File: src/rtl/cmd_dec_pkg.sv
// constants, encodings and states for the proximity command decoder
package cmd_dec_pkg;
  localparam logic [7:0] CODE_REQ = 8'h05;
  localparam logic [7:0] CODE_ATTRIB = 8'h1d;
  localparam logic [7:0] CODE_HALT = 8'h50;
  localparam logic [7:0] INS_SELECT = 8'ha4;
  localparam logic [7:0] INS_READ = 8'hb0;
  localparam logic [7:0] INS_WRITE = 8'hd6;
  localparam logic [7:0] INS_VERIFY = 8'h20;
  localparam int PARAM_WAKE_BIT = 3;
  localparam logic [8:0] MAX_FRAME_BYTES = 9'h100;
  localparam logic [3:0] FSCI_CODE = 4'h8;
  localparam logic [3:0] PROTO_TYPE = 4'h1;
  localparam logic [7:0] PCB_BLOCK_MASK = 8'hc0;
  localparam logic [7:0] PCB_IBLOCK = 8'h00;
  localparam logic [7:0] PCB_RBLOCK = 8'h80;
  localparam logic [7:0] PCB_SBLOCK = 8'hc0;
  localparam int PCB_CHAIN_BIT = 4;
  localparam int PCB_NAK_BIT = 4;
  localparam logic [7:0] PCB_S_DESEL = 8'hc2;
  localparam logic [7:0] PCB_S_WTX = 8'hf2;
  localparam logic [8:0] CNT_RESET = 9'h000;
  localparam logic [7:0] BYTE_RESET = 8'h00;
  typedef enum logic [1:0] {
    ST_IDLE = 2'b00,
    ST_READY = 2'b01,
    ST_ACTIVE = 2'b11,
    ST_HALT = 2'b10
  } card_state_t;
  typedef enum logic [3:0] {
    CMD_NONE = 4'h0, CMD_ATQB = 4'h1, CMD_ATTRIB = 4'h2, CMD_HALT = 4'h3,
    CMD_SELECT = 4'h4, CMD_READ = 4'h5, CMD_WRITE = 4'h6, CMD_VERIFY = 4'h7,
    CMD_UNKNOWN = 4'h8, CMD_ACK = 4'h9, CMD_NAK = 4'ha, CMD_DESEL = 4'hb,
    CMD_WTX = 4'hc, CMD_OVERSIZE = 4'hd
  } cmd_kind_t;
endpackage

File: src/rtl/typeb_request_command_decoder.sv
// frame byte decoder: layer-3 commands, block types and instruction codes
`timescale 1ns/1ps
module typeb_request_command_decoder (
  input wire logic mclk,
  input wire logic rst,
  input wire logic rx_valid,
  input wire logic [7:0] rx_byte,
  input wire logic rx_sof,
  input wire logic rx_eof,
  input wire logic rx_crc_ok,
  input wire logic [7:0] stored_afi,
  input wire logic tunnel_mode,
  output logic cmd_valid,
  output logic [3:0] cmd_kind,
  output logic cmd_to_host,
  output logic cmd_chained,
  output logic [7:0] cmd_ins,
  output logic [1:0] card_state,
  output logic [7:0] atqb_proto2
);
  typedef struct packed {
    cmd_dec_pkg::card_state_t st;
    logic [8:0] cnt;
    logic [7:0] b0;
    logic [7:0] b1;
    logic [7:0] b2;
    logic [7:0] b3;
    logic oversize;
    logic out_valid;
    cmd_dec_pkg::cmd_kind_t out_kind;
    logic out_host;
    logic out_chain;
    logic [7:0] out_ins;
  } dec_state_t;

  dec_state_t s_reg;
  dec_state_t s_next;
  logic afi_hit;
  logic is_wake;
  logic [7:0] pcb_type;
  logic [8:0] byte_idx;

  // family filter on the second byte of a request frame
  afi_match u_afi (
    .req_afi(s_reg.b1),
    .stored_afi(stored_afi),
    .hit(afi_hit)
  );

  // parameter bit 3 picks wake-up; bits 7-5 and slot bits never read
  assign is_wake = s_reg.b2[cmd_dec_pkg::PARAM_WAKE_BIT];
  assign pcb_type = s_reg.b0 & cmd_dec_pkg::PCB_BLOCK_MASK;
  // start of frame may arrive with the first byte, so the index restarts at once
  assign byte_idx = rx_sof ? cmd_dec_pkg::CNT_RESET : s_reg.cnt;

  // byte capture during a frame, decode at end of frame
  always_comb begin
    s_next = s_reg;
    s_next.out_valid = 1'b0;
    if (rx_sof) begin
      s_next.cnt = cmd_dec_pkg::CNT_RESET;
      s_next.oversize = 1'b0;
    end
    if (rx_valid) begin
      // bytes beyond the limit spoil the frame
      if (byte_idx >= cmd_dec_pkg::MAX_FRAME_BYTES) begin
        s_next.oversize = 1'b1;
      end else begin
        s_next.cnt = byte_idx + 9'h001;
      end
      case (byte_idx)
        9'h000: s_next.b0 = rx_byte;
        9'h001: s_next.b1 = rx_byte;
        9'h002: s_next.b2 = rx_byte;
        9'h003: s_next.b3 = rx_byte;
        default: s_next.b3 = s_reg.b3;
      endcase
    end
    // a frame with a bad crc is dropped silently, as the link expects
    if (rx_eof && rx_crc_ok) begin
      s_next.out_kind = cmd_dec_pkg::CMD_NONE;
      s_next.out_host = 1'b0;
      s_next.out_chain = 1'b0;
      s_next.out_ins = cmd_dec_pkg::BYTE_RESET;
      if (s_reg.oversize) begin
        s_next.out_kind = cmd_dec_pkg::CMD_OVERSIZE;
      end else if (s_reg.st != cmd_dec_pkg::ST_ACTIVE) begin
        case (s_reg.b0)
          cmd_dec_pkg::CODE_REQ: begin
            // request needs IDLE or READY, wake-up works from IDLE, READY or HALT
            if (afi_hit && (s_reg.st != cmd_dec_pkg::ST_HALT || is_wake)) begin
              s_next.out_kind = cmd_dec_pkg::CMD_ATQB;
              s_next.st = cmd_dec_pkg::ST_READY;
            end
          end
          cmd_dec_pkg::CODE_ATTRIB: begin
            if (s_reg.st == cmd_dec_pkg::ST_READY) begin
              s_next.out_kind = cmd_dec_pkg::CMD_ATTRIB;
              s_next.st = cmd_dec_pkg::ST_ACTIVE;
            end
          end
          cmd_dec_pkg::CODE_HALT: begin
            if (s_reg.st == cmd_dec_pkg::ST_READY) begin
              s_next.out_kind = cmd_dec_pkg::CMD_HALT;
              s_next.st = cmd_dec_pkg::ST_HALT;
            end
          end
          default: s_next.out_kind = cmd_dec_pkg::CMD_NONE;
        endcase
      end else begin
        // block types in the active state
        case (pcb_type)
          cmd_dec_pkg::PCB_IBLOCK: begin
            s_next.out_chain = s_reg.b0[cmd_dec_pkg::PCB_CHAIN_BIT];
            s_next.out_ins = s_reg.b2;
            case (s_reg.b2)
              cmd_dec_pkg::INS_SELECT: s_next.out_kind = cmd_dec_pkg::CMD_SELECT;
              cmd_dec_pkg::INS_READ: begin
                s_next.out_kind = cmd_dec_pkg::CMD_READ;
                s_next.out_host = tunnel_mode;
              end
              cmd_dec_pkg::INS_WRITE: begin
                s_next.out_kind = cmd_dec_pkg::CMD_WRITE;
                s_next.out_host = tunnel_mode;
              end
              cmd_dec_pkg::INS_VERIFY: s_next.out_kind = cmd_dec_pkg::CMD_VERIFY;
              default: s_next.out_kind = cmd_dec_pkg::CMD_UNKNOWN;
            endcase
          end
          cmd_dec_pkg::PCB_RBLOCK: begin
            if (s_reg.b0[cmd_dec_pkg::PCB_NAK_BIT]) begin
              s_next.out_kind = cmd_dec_pkg::CMD_NAK;
            end else begin
              s_next.out_kind = cmd_dec_pkg::CMD_ACK;
            end
          end
          cmd_dec_pkg::PCB_SBLOCK: begin
            if (s_reg.b0 == cmd_dec_pkg::PCB_S_DESEL) begin
              s_next.out_kind = cmd_dec_pkg::CMD_DESEL;
              s_next.st = cmd_dec_pkg::ST_HALT;
            end else if (s_reg.b0 == cmd_dec_pkg::PCB_S_WTX) begin
              s_next.out_kind = cmd_dec_pkg::CMD_WTX;
            end else begin
              s_next.out_kind = cmd_dec_pkg::CMD_UNKNOWN;
            end
          end
          default: s_next.out_kind = cmd_dec_pkg::CMD_UNKNOWN;
        endcase
      end
      s_next.out_valid = (s_next.out_kind != cmd_dec_pkg::CMD_NONE);
    end
  end

  // state register
  always_ff @(posedge mclk) begin
    if (rst) begin
      s_reg <= '0;
    end else begin
      s_reg <= s_next;
    end
  end

  assign cmd_valid = s_reg.out_valid;
  assign cmd_kind = s_reg.out_kind;
  assign cmd_to_host = s_reg.out_host;
  assign cmd_chained = s_reg.out_chain;
  assign cmd_ins = s_reg.out_ins;
  assign card_state = s_reg.st;
  // frame size code in upper nibble
  assign atqb_proto2 = {cmd_dec_pkg::FSCI_CODE, cmd_dec_pkg::PROTO_TYPE};
endmodule

File: src/rtl/afi_match.sv
// family identifier filter for the request/wake-up command
`timescale 1ns/1ps
module afi_match (
  input wire logic [7:0] req_afi,
  input wire logic [7:0] stored_afi,
  output logic hit
);
  // four cases by which nibbles of the requested family are zero
  always_comb begin
    if (req_afi == 8'h00) begin
      hit = 1'b1;
    end else if (req_afi[3:0] == 4'h0) begin
      hit = (req_afi[7:4] == stored_afi[7:4]);
    end else if (req_afi[7:4] == 4'h0) begin
      hit = (req_afi[3:0] == stored_afi[3:0]);
    end else begin
      hit = (req_afi == stored_afi);
    end
  end
endmodule

File: config.mk
export PLATFORM = sky130hd
export DESIGN_NAME = typeb_request_command_decoder
export DESIGN_NICKNAME = d
export VERILOG_FILES = /design/src/rtl/cmd_dec_pkg.sv /design/src/rtl/typeb_request_command_decoder.sv /design/src/rtl/afi_match.sv
export SDC_FILE = /design/constraint.sdc
export NUM_CORES = 1
export LEC_CHECK = 0
export ABC_AREA = 1
export BUFFER_PORTS_ARGS = -buffer_cell sky130_fd_sc_hd__buf_2
export CAP_MARGIN = 5
export CORE_ASPECT_RATIO = 1.5
export CORE_MARGIN = 4
export CORE_UTILIZATION = 35
export CTS_CLUSTER_DIAMETER = 150
export DETAILED_ROUTE_END_ITERATION = 12
export GPL_TIMING_DRIVEN = 1
export MAX_ROUTING_LAYER = met4
export SETUP_SLACK_MARGIN = 0.4
export SLEW_MARGIN = 20
export SYNTH_ARGS = -nofsm -noshare
export SYNTH_HDL_FRONTEND = slang
export SYNTH_HIERARCHICAL = 1
export SYNTH_SLANG_ARGS = --single-unit
File: constraint.sdc
create_clock -name mclk -period 1.7 [get_ports mclk]
set_clock_uncertainty 0.15 [all_clocks]
set_input_delay 0.085 -clock mclk [delete_from_list [all_inputs] [get_ports mclk]]
set_output_delay 0.085 -clock mclk [all_outputs]
set_load 0.1 [all_outputs]
==> run metrics, run 1 <==
Die Y 119 um; fillers 776; Tcrit/Tclk final 0.979; area of all placed cells without fillers 4010 um2; Max VDD drop 0.434 mV; Iter 0 DRT Violations 139; most frequent cells in the layout nand2_1 (80), nor2_1 (38), inv_1 (31); critical path depth 17; Slew Viols, Final 0; fmax 601 MHz; Worst R2R Start s_reg[35]; Critical Path Source Type register; max-capacitance violation count 0; # DRC 0; IO buf count 39; final wirelength 7.34 mm; area delta synth->final 40.4%; power density over the cells 777 nW/um2; WHS 0.0320 ns; outcome finished clean; FF-to-FF setup slack 0.04 ns; Synth cell types 31; final setup fails 0; grt total ovfl 0; Nets 517; Worst EP required 1.74 ns; setup TNS 0 ns; die area 9700 um2; final-report hold violation count 0; htree depth 2; Longest Clk Path Bufs 2; Wirelength per Cell 12.3 um; RSZ-0062 raised after global routing true; via count 2816; DP Worst Slack 0.0272 ns; Pleak 1.76 nW; Synth Area per Inst 6.70 um2; Initial Util 0.357; # diodes 0; Register-to-Register Path Depth 17; hold_sp rx_valid; RD Place Congestion 0.801; Hold EP s_reg[15]; DRT Pass-1 Iters 4; largest net degree at the start of global routing 37; Clock Root Buffer clkbuf_16; hold crit path type input port to register; initial antenna violation count 0; Reg clk slew, reported paths 0.07 ns; DP Wirelength 4.98 mm; Core Area 8010 um2; num rows 40; CP Cell Sequence inv_1 > nand2_1 > nand2_1 > nor2_1 > nand2_1 > nand2_1 > nand2_1 > inv_2 > nand2_2 > buf_4 > inv_1 > nand2_1 > nand2_2 > a21oi_2 > nand3_1 > nor2_1 > nor2_1; Crit-path slowest cell dfxtp_2; max FFs per register 31; post-route ant nets 0; post-synthesis cell count 426; Syn. warnings 6; Skew-Pair Late Insertion Delay 0.29 ns; vias per inst 4.72; cell mode on critical path nand2_1; gr usage total 0.159; CP Max Fanout 3; CP delay by family, top simple AND/OR/NAND/NOR gates; CP startpoint s_reg[35]; CTS buffer count 5; Placement Cell Area 3080 um2; worst setup margin 0.0363 ns; Buf/Inv on CP 4; reg2reg end cmd_valid; sequential fraction of the synthesis area 0.358; commonest non-fill, non-tap cell in the layout nand2_1; first-pass GRT wire length 12.0 mm; clk sinks 51; CP endpoint kind register; share of layout cells above drive strength 1 0.444; Post-Syn Area 2860 um2; Crit path largest cell delay 0.33 ns; vias in the first global route 2651; die span in x 81.7 um; Seq cells post-synth 51; CP Data Arrival Time 1.71 ns; Hold Path Stages 5; Final Critical Period 1.66 ns; critical path class register to register; number of I/O pins 48; CTS tree yes
## worst min-delay path: stages
cell and delay, ns:
buf_2 0.13, nand2_1 0.06, inv_1 0.04, o211ai_1 0.07
inv_1 0.05
## layer usage
metal	track usage	routed length (um)	vias to the layer above	part of all wire
li1	-	-	1455	-
met1	0.182	2940	1300	0.40
met2	0.275	4020	52	0.55
met3	0.0236	249	9	0.034
met4	0.0561	136	0	0.019
met5	-	0	-	0
## what timing repair did
| action | 4_1_cts | 5_1_grt |
|---|---|---|
| hold buffers | 8 | 0 |
| buffers inserted | 16 | 11 |
| setup endpoints to repair | 52 | 62 |
| endpoints found under the hold margin | 18 | 0 |
| cloned | 3 | 0 |
| pin swaps | 16 | 36 |
| resized for setup | 59 | 81 |
## where the power goes
part,internal (mW),switching (mW)
Combinational,0.183,0.370
Clock,0.844,0.442
Sequential,1.23,0.0407
Total,2.26,0.853
## Yosys cell counts
cell,instances,area [um2]
o21ai_0,15,75.1
nand3_2,1,10.0
nor3b_1,2,15.0
nor2_1,56,210
nand4_4,1,21.3
a21oi_1,32,160
buf_6,2,22.5
conb_1,2,7.51
nand2_2,6,37.5
o21ai_1,18,90.1
nor2b_1,1,6.26
inv_1,52,195
a31oi_1,1,6.26
a21oi_2,5,43.8
ha_1,4,50.1
nand4_1,4,25.0
nor2_2,6,37.5
nor3_1,6,30.0
o211ai_1,1,7.51
clkbuf_1,7,26.3
inv_2,4,15.0
nand3_4,3,52.6
nand2_4,1,11.3
nand3_1,21,105
nand2_1,98,368
a211oi_1,1,7.51
buf_4,22,165
nor2_8,1,20.0
inv_4,1,6.26
dfxtp_1,51,1020
nor4_1,1,6.26
## cell type report
| class | count | area [um2] | share of cell area |
|---|---|---|---|
| Timing Repair Buffer | 79 | 579 | 0.144 |
| Sequential cell | 51 | 1070 | 0.266 |
| Clock inverter | 2 | 60.1 | 0.0150 |
| Multi-Input combinational cell | 296 | 1800 | 0.449 |
| Tap cell | 105 | 131 | 0.0328 |
| Clock buffer | 6 | 129 | 0.0321 |
| Inverter | 57 | 241 | 0.0602 |
## worst max-delay path by stage
stage	end	slack, ns
finish	cmd_valid	0.04
global route	card_state[0]	-0.13
CTS	card_state[0]	0.03
detailed placement	card_state[1]	0.03
global placement	card_state[0]	0.05
floorplan	card_state[1]	0.21
## metrics by stage
stage          cells  utilization  power (mW)
2_1_floorplan    432            -        1.64
3_3_place_gp     550        0.385        1.72
3_5_place_dp     550        0.385        1.72
4_1_cts          585        0.462        3.08
5_1_grt          596        0.501        3.25
6_report         596        0.501        3.11
## logic make-up (layout without fill, tap and decap cells)
family | count (synthesis) | in the layout | synth area share
buffers and inverters | 88 | 144 | 0.151
adders and majority gates | 4 | 4 | 0.0175
and+or+nand+nor | 208 | 211 | 0.335
other | 2 | 8 | 0.00263
DFF | 51 | 51 | 0.358
AOI/OAI and AO/OA | 73 | 73 | 0.137
Power figures use the tool's default switching activity.
==> run 2, diff against run 1 <==
Settings changed: CTS_BUF_LIST from default to sky130_fd_sc_hd__clkbuf_4 sky130_fd_sc_hd__clkbuf_8.
==> run 2 against run 1 <==
Sequential share of layout area up 0.19 points. Final cell count up 0.67%. Global-route usage up 0.19 points. Via count up 1.4%. Worst setup slack worse by 0.014 ns. Hold slack worse by 0.021 ns. Register-to-register slack about the same. Core utilization up 0.11 points. Cell area up 0.22%. Combinational power up 2%. First-iteration DRC count up 29%. Clock power down 21%. Critical endpoint unchanged.
==> run metrics, run 2 (synthesis results as in run 1) <==
final wirelength 7.50 mm (+2.2%); internal power 2.03 mW (-10%); Longest Clk Path Bufs 2 (unchanged); num rows 40 (unchanged); CP Max Fanout 3 (unchanged); post-route ant nets 0 (unchanged); IO buf count 39 (unchanged); Wirelength per Cell 12.5 um (+1.5%); Die Y 119 um (unchanged); DP Wirelength 4.98 mm (unchanged); Iter 0 DRT Violations 179 (+29%); Max VDD drop 0.335 mV (-23%); Final Critical Period 1.68 ns (+0.0143 ns); fmax 596 MHz (-0.85%); CP Data Arrival Time 1.75 ns (+0.04 ns); CP endpoint kind register; area delta synth->final 40.8%; Slew Viols, Final 0 (unchanged); Buf/Inv on CP 5 (+1); power density over the cells 711 nW/um2 (-8.4%); final-report hold violation count 0 (unchanged); Core Util, Final 0.502 (+0.00109); outcome finished clean; # diodes 0 (unchanged); Reg clk slew, reported paths 0.09 ns (+0.02 ns); CTS buffer count 5 (unchanged); number of I/O pins 48 (unchanged); largest net degree at the start of global routing 37 (unchanged); clk sinks 51 (unchanged); CP Cell Sequence inv_2 > buf_4 > nand4_1 > nand2_1 > nand2_1 > inv_2 > nand2_2 > buf_4 > inv_1 > nand2_1 > nand2_2 > a21oi_2 > nand3_1 > nor2_1 > nor2_1; hold crit path type input port to register; vias per inst 4.76 (+0.74%); final setup fails 0 (unchanged); Critical Path Source Type register; switching part of the total 0.291 (+0.0170); share of layout cells above drive strength 1 0.461 (+0.0166); Core Area 8010 um2 (unchanged); first-pass GRT wire length 12.2 mm (+2.0%); max FFs per register 31 (unchanged); combinational share of power 0.198 (+0.020); Clock Root Buffer clkbuf_8; Initial Util 0.357 (unchanged); RD Place Congestion 0.801 (unchanged); initial antenna violation count 0 (unchanged); Clk network pwr share 0.356 (-0.057); hold_sp rst; Reg power frac 0.446 (+0.037); Skew-Pair Late Insertion Delay 0.32 ns (+0.03 ns); Crit-path slowest cell dfxtp_2; Tcrit/Tclk final 0.987 (+0.00838); die area 9700 um2 (unchanged); htree depth 2 (unchanged); vias in the first global route 2697 (+1.7%); grt total ovfl 0 (unchanged); CTS tree yes; RSZ-0062 raised after global routing true; via count 2856 (+1.4%); gr usage total 0.161 (+0.00191); Pleak 1.77 nW (+0.24%); die span in x 81.7 um (unchanged); Worst EP required 1.77 ns (+0.03 ns); most frequent cells in the layout nand2_1 (79), buf_4 (41), nor2_1 (40); # DRC 0 (unchanged); WHS 0.0113 ns (-0.0206 ns); Psw 0.831 mW (-2.5%); critical path class register to register; DRT Pass-1 Iters 4 (unchanged); commonest non-fill, non-tap cell in the layout nand2_1; max-capacitance violation count 0 (unchanged); Crit path largest cell delay 0.36 ns (+0.03 ns); Nets 521 (+0.77%); CP delay by family, top simple AND/OR/NAND/NOR gates; Worst R2R Start s_reg[33]; CP startpoint s_reg[33]; cell mode on critical path nand2_1
## run 2: cell types whose count changed in the layout (fill, tap and decap cells not counted), sizes merged
cell | before | now
inv | 56 | 57
clkinv | 1 | 0
buf | 60 | 72
clkbuf | 17 | 7
nor2 | 63 | 64
dlygate4sd3 | 8 | 9
## run 2: stage by stage
step                      cells  setup WS (ns)  total power [mW]  area, um2  setup TNS, ns
after floorplan             432          0.214              1.64       2930              0
after global placement      550         0.0494              1.72       3080              0
after detailed placement    550         0.0272              1.72       3080              0
after CTS                   589         0.0295              2.83       3760              0
after global routing        600         -0.141              3.00       4020         -0.429
final                       600         0.0220              2.86       4020              0
## run 2: worst register-to-register path: stages, from the launching register on
cell and delay [ns]:
dfxtp_2 0.36, inv_2 0.04, buf_4 0.12, nand4_1 0.08, nand2_1 0.07, nand2_1 0.07, inv_2 0.04, nand2_2 0.06
buf_4 0.10, inv_1 0.03, nand2_1 0.06, nand2_2 0.06, a21oi_2 0.14, nand3_1 0.08, nor2_1 0.09, nor2_1 0.05
## run 2: final cells by class
class                   instances  area (um2)
fillers                       767        3990
well taps                     105         131
flip-flops and latches         51        1080
clock inverters                 2        60.1
repair buffers                 82         619
multi-input cells             297        1810
inverters                      57         241
clock buffers                   6        76.3
## run 2: worst paths after layout
kind / endpoint / slack (ns) / cells past startpoint
setup / recovery: cmd_valid / 0.02 / 15
hold / removal: s_reg[56] / 0.01 / 3
setup reg to reg: cmd_valid / 0.02 / 15
hold reg to reg: cmd_chained / 0.32 / 2
## run 2: power groups by stage
stage	logic, mW	clock network, mW	registers [mW]
after floorplan	0.357	0	1.29
after global placement	0.423	0	1.29
after detailed placement	0.424	0	1.29
after CTS	0.508	1.05	1.27
after global routing	0.615	1.11	1.28
final	0.566	1.02	1.28
## run 2: timing repair
action	CTS	global route
hold buffers	9	0
setup endpoints to repair	64	51
cloned	3	1
buffers inserted	19	10
endpoints found under the hold margin	25	0
pin swaps	27	33
gates resized for setup	89	64
## run 2: layer usage
metal | GRT usage | vias up | part of all wire
met4 | 0.0468 | 0 | 0.017
met5 | - | - | 0
met3 | 0.0229 | 12 | 0.035
met1 | 0.189 | 1327 | 0.40
met2 | 0.278 | 52 | 0.55
li1 | - | 1465 | -
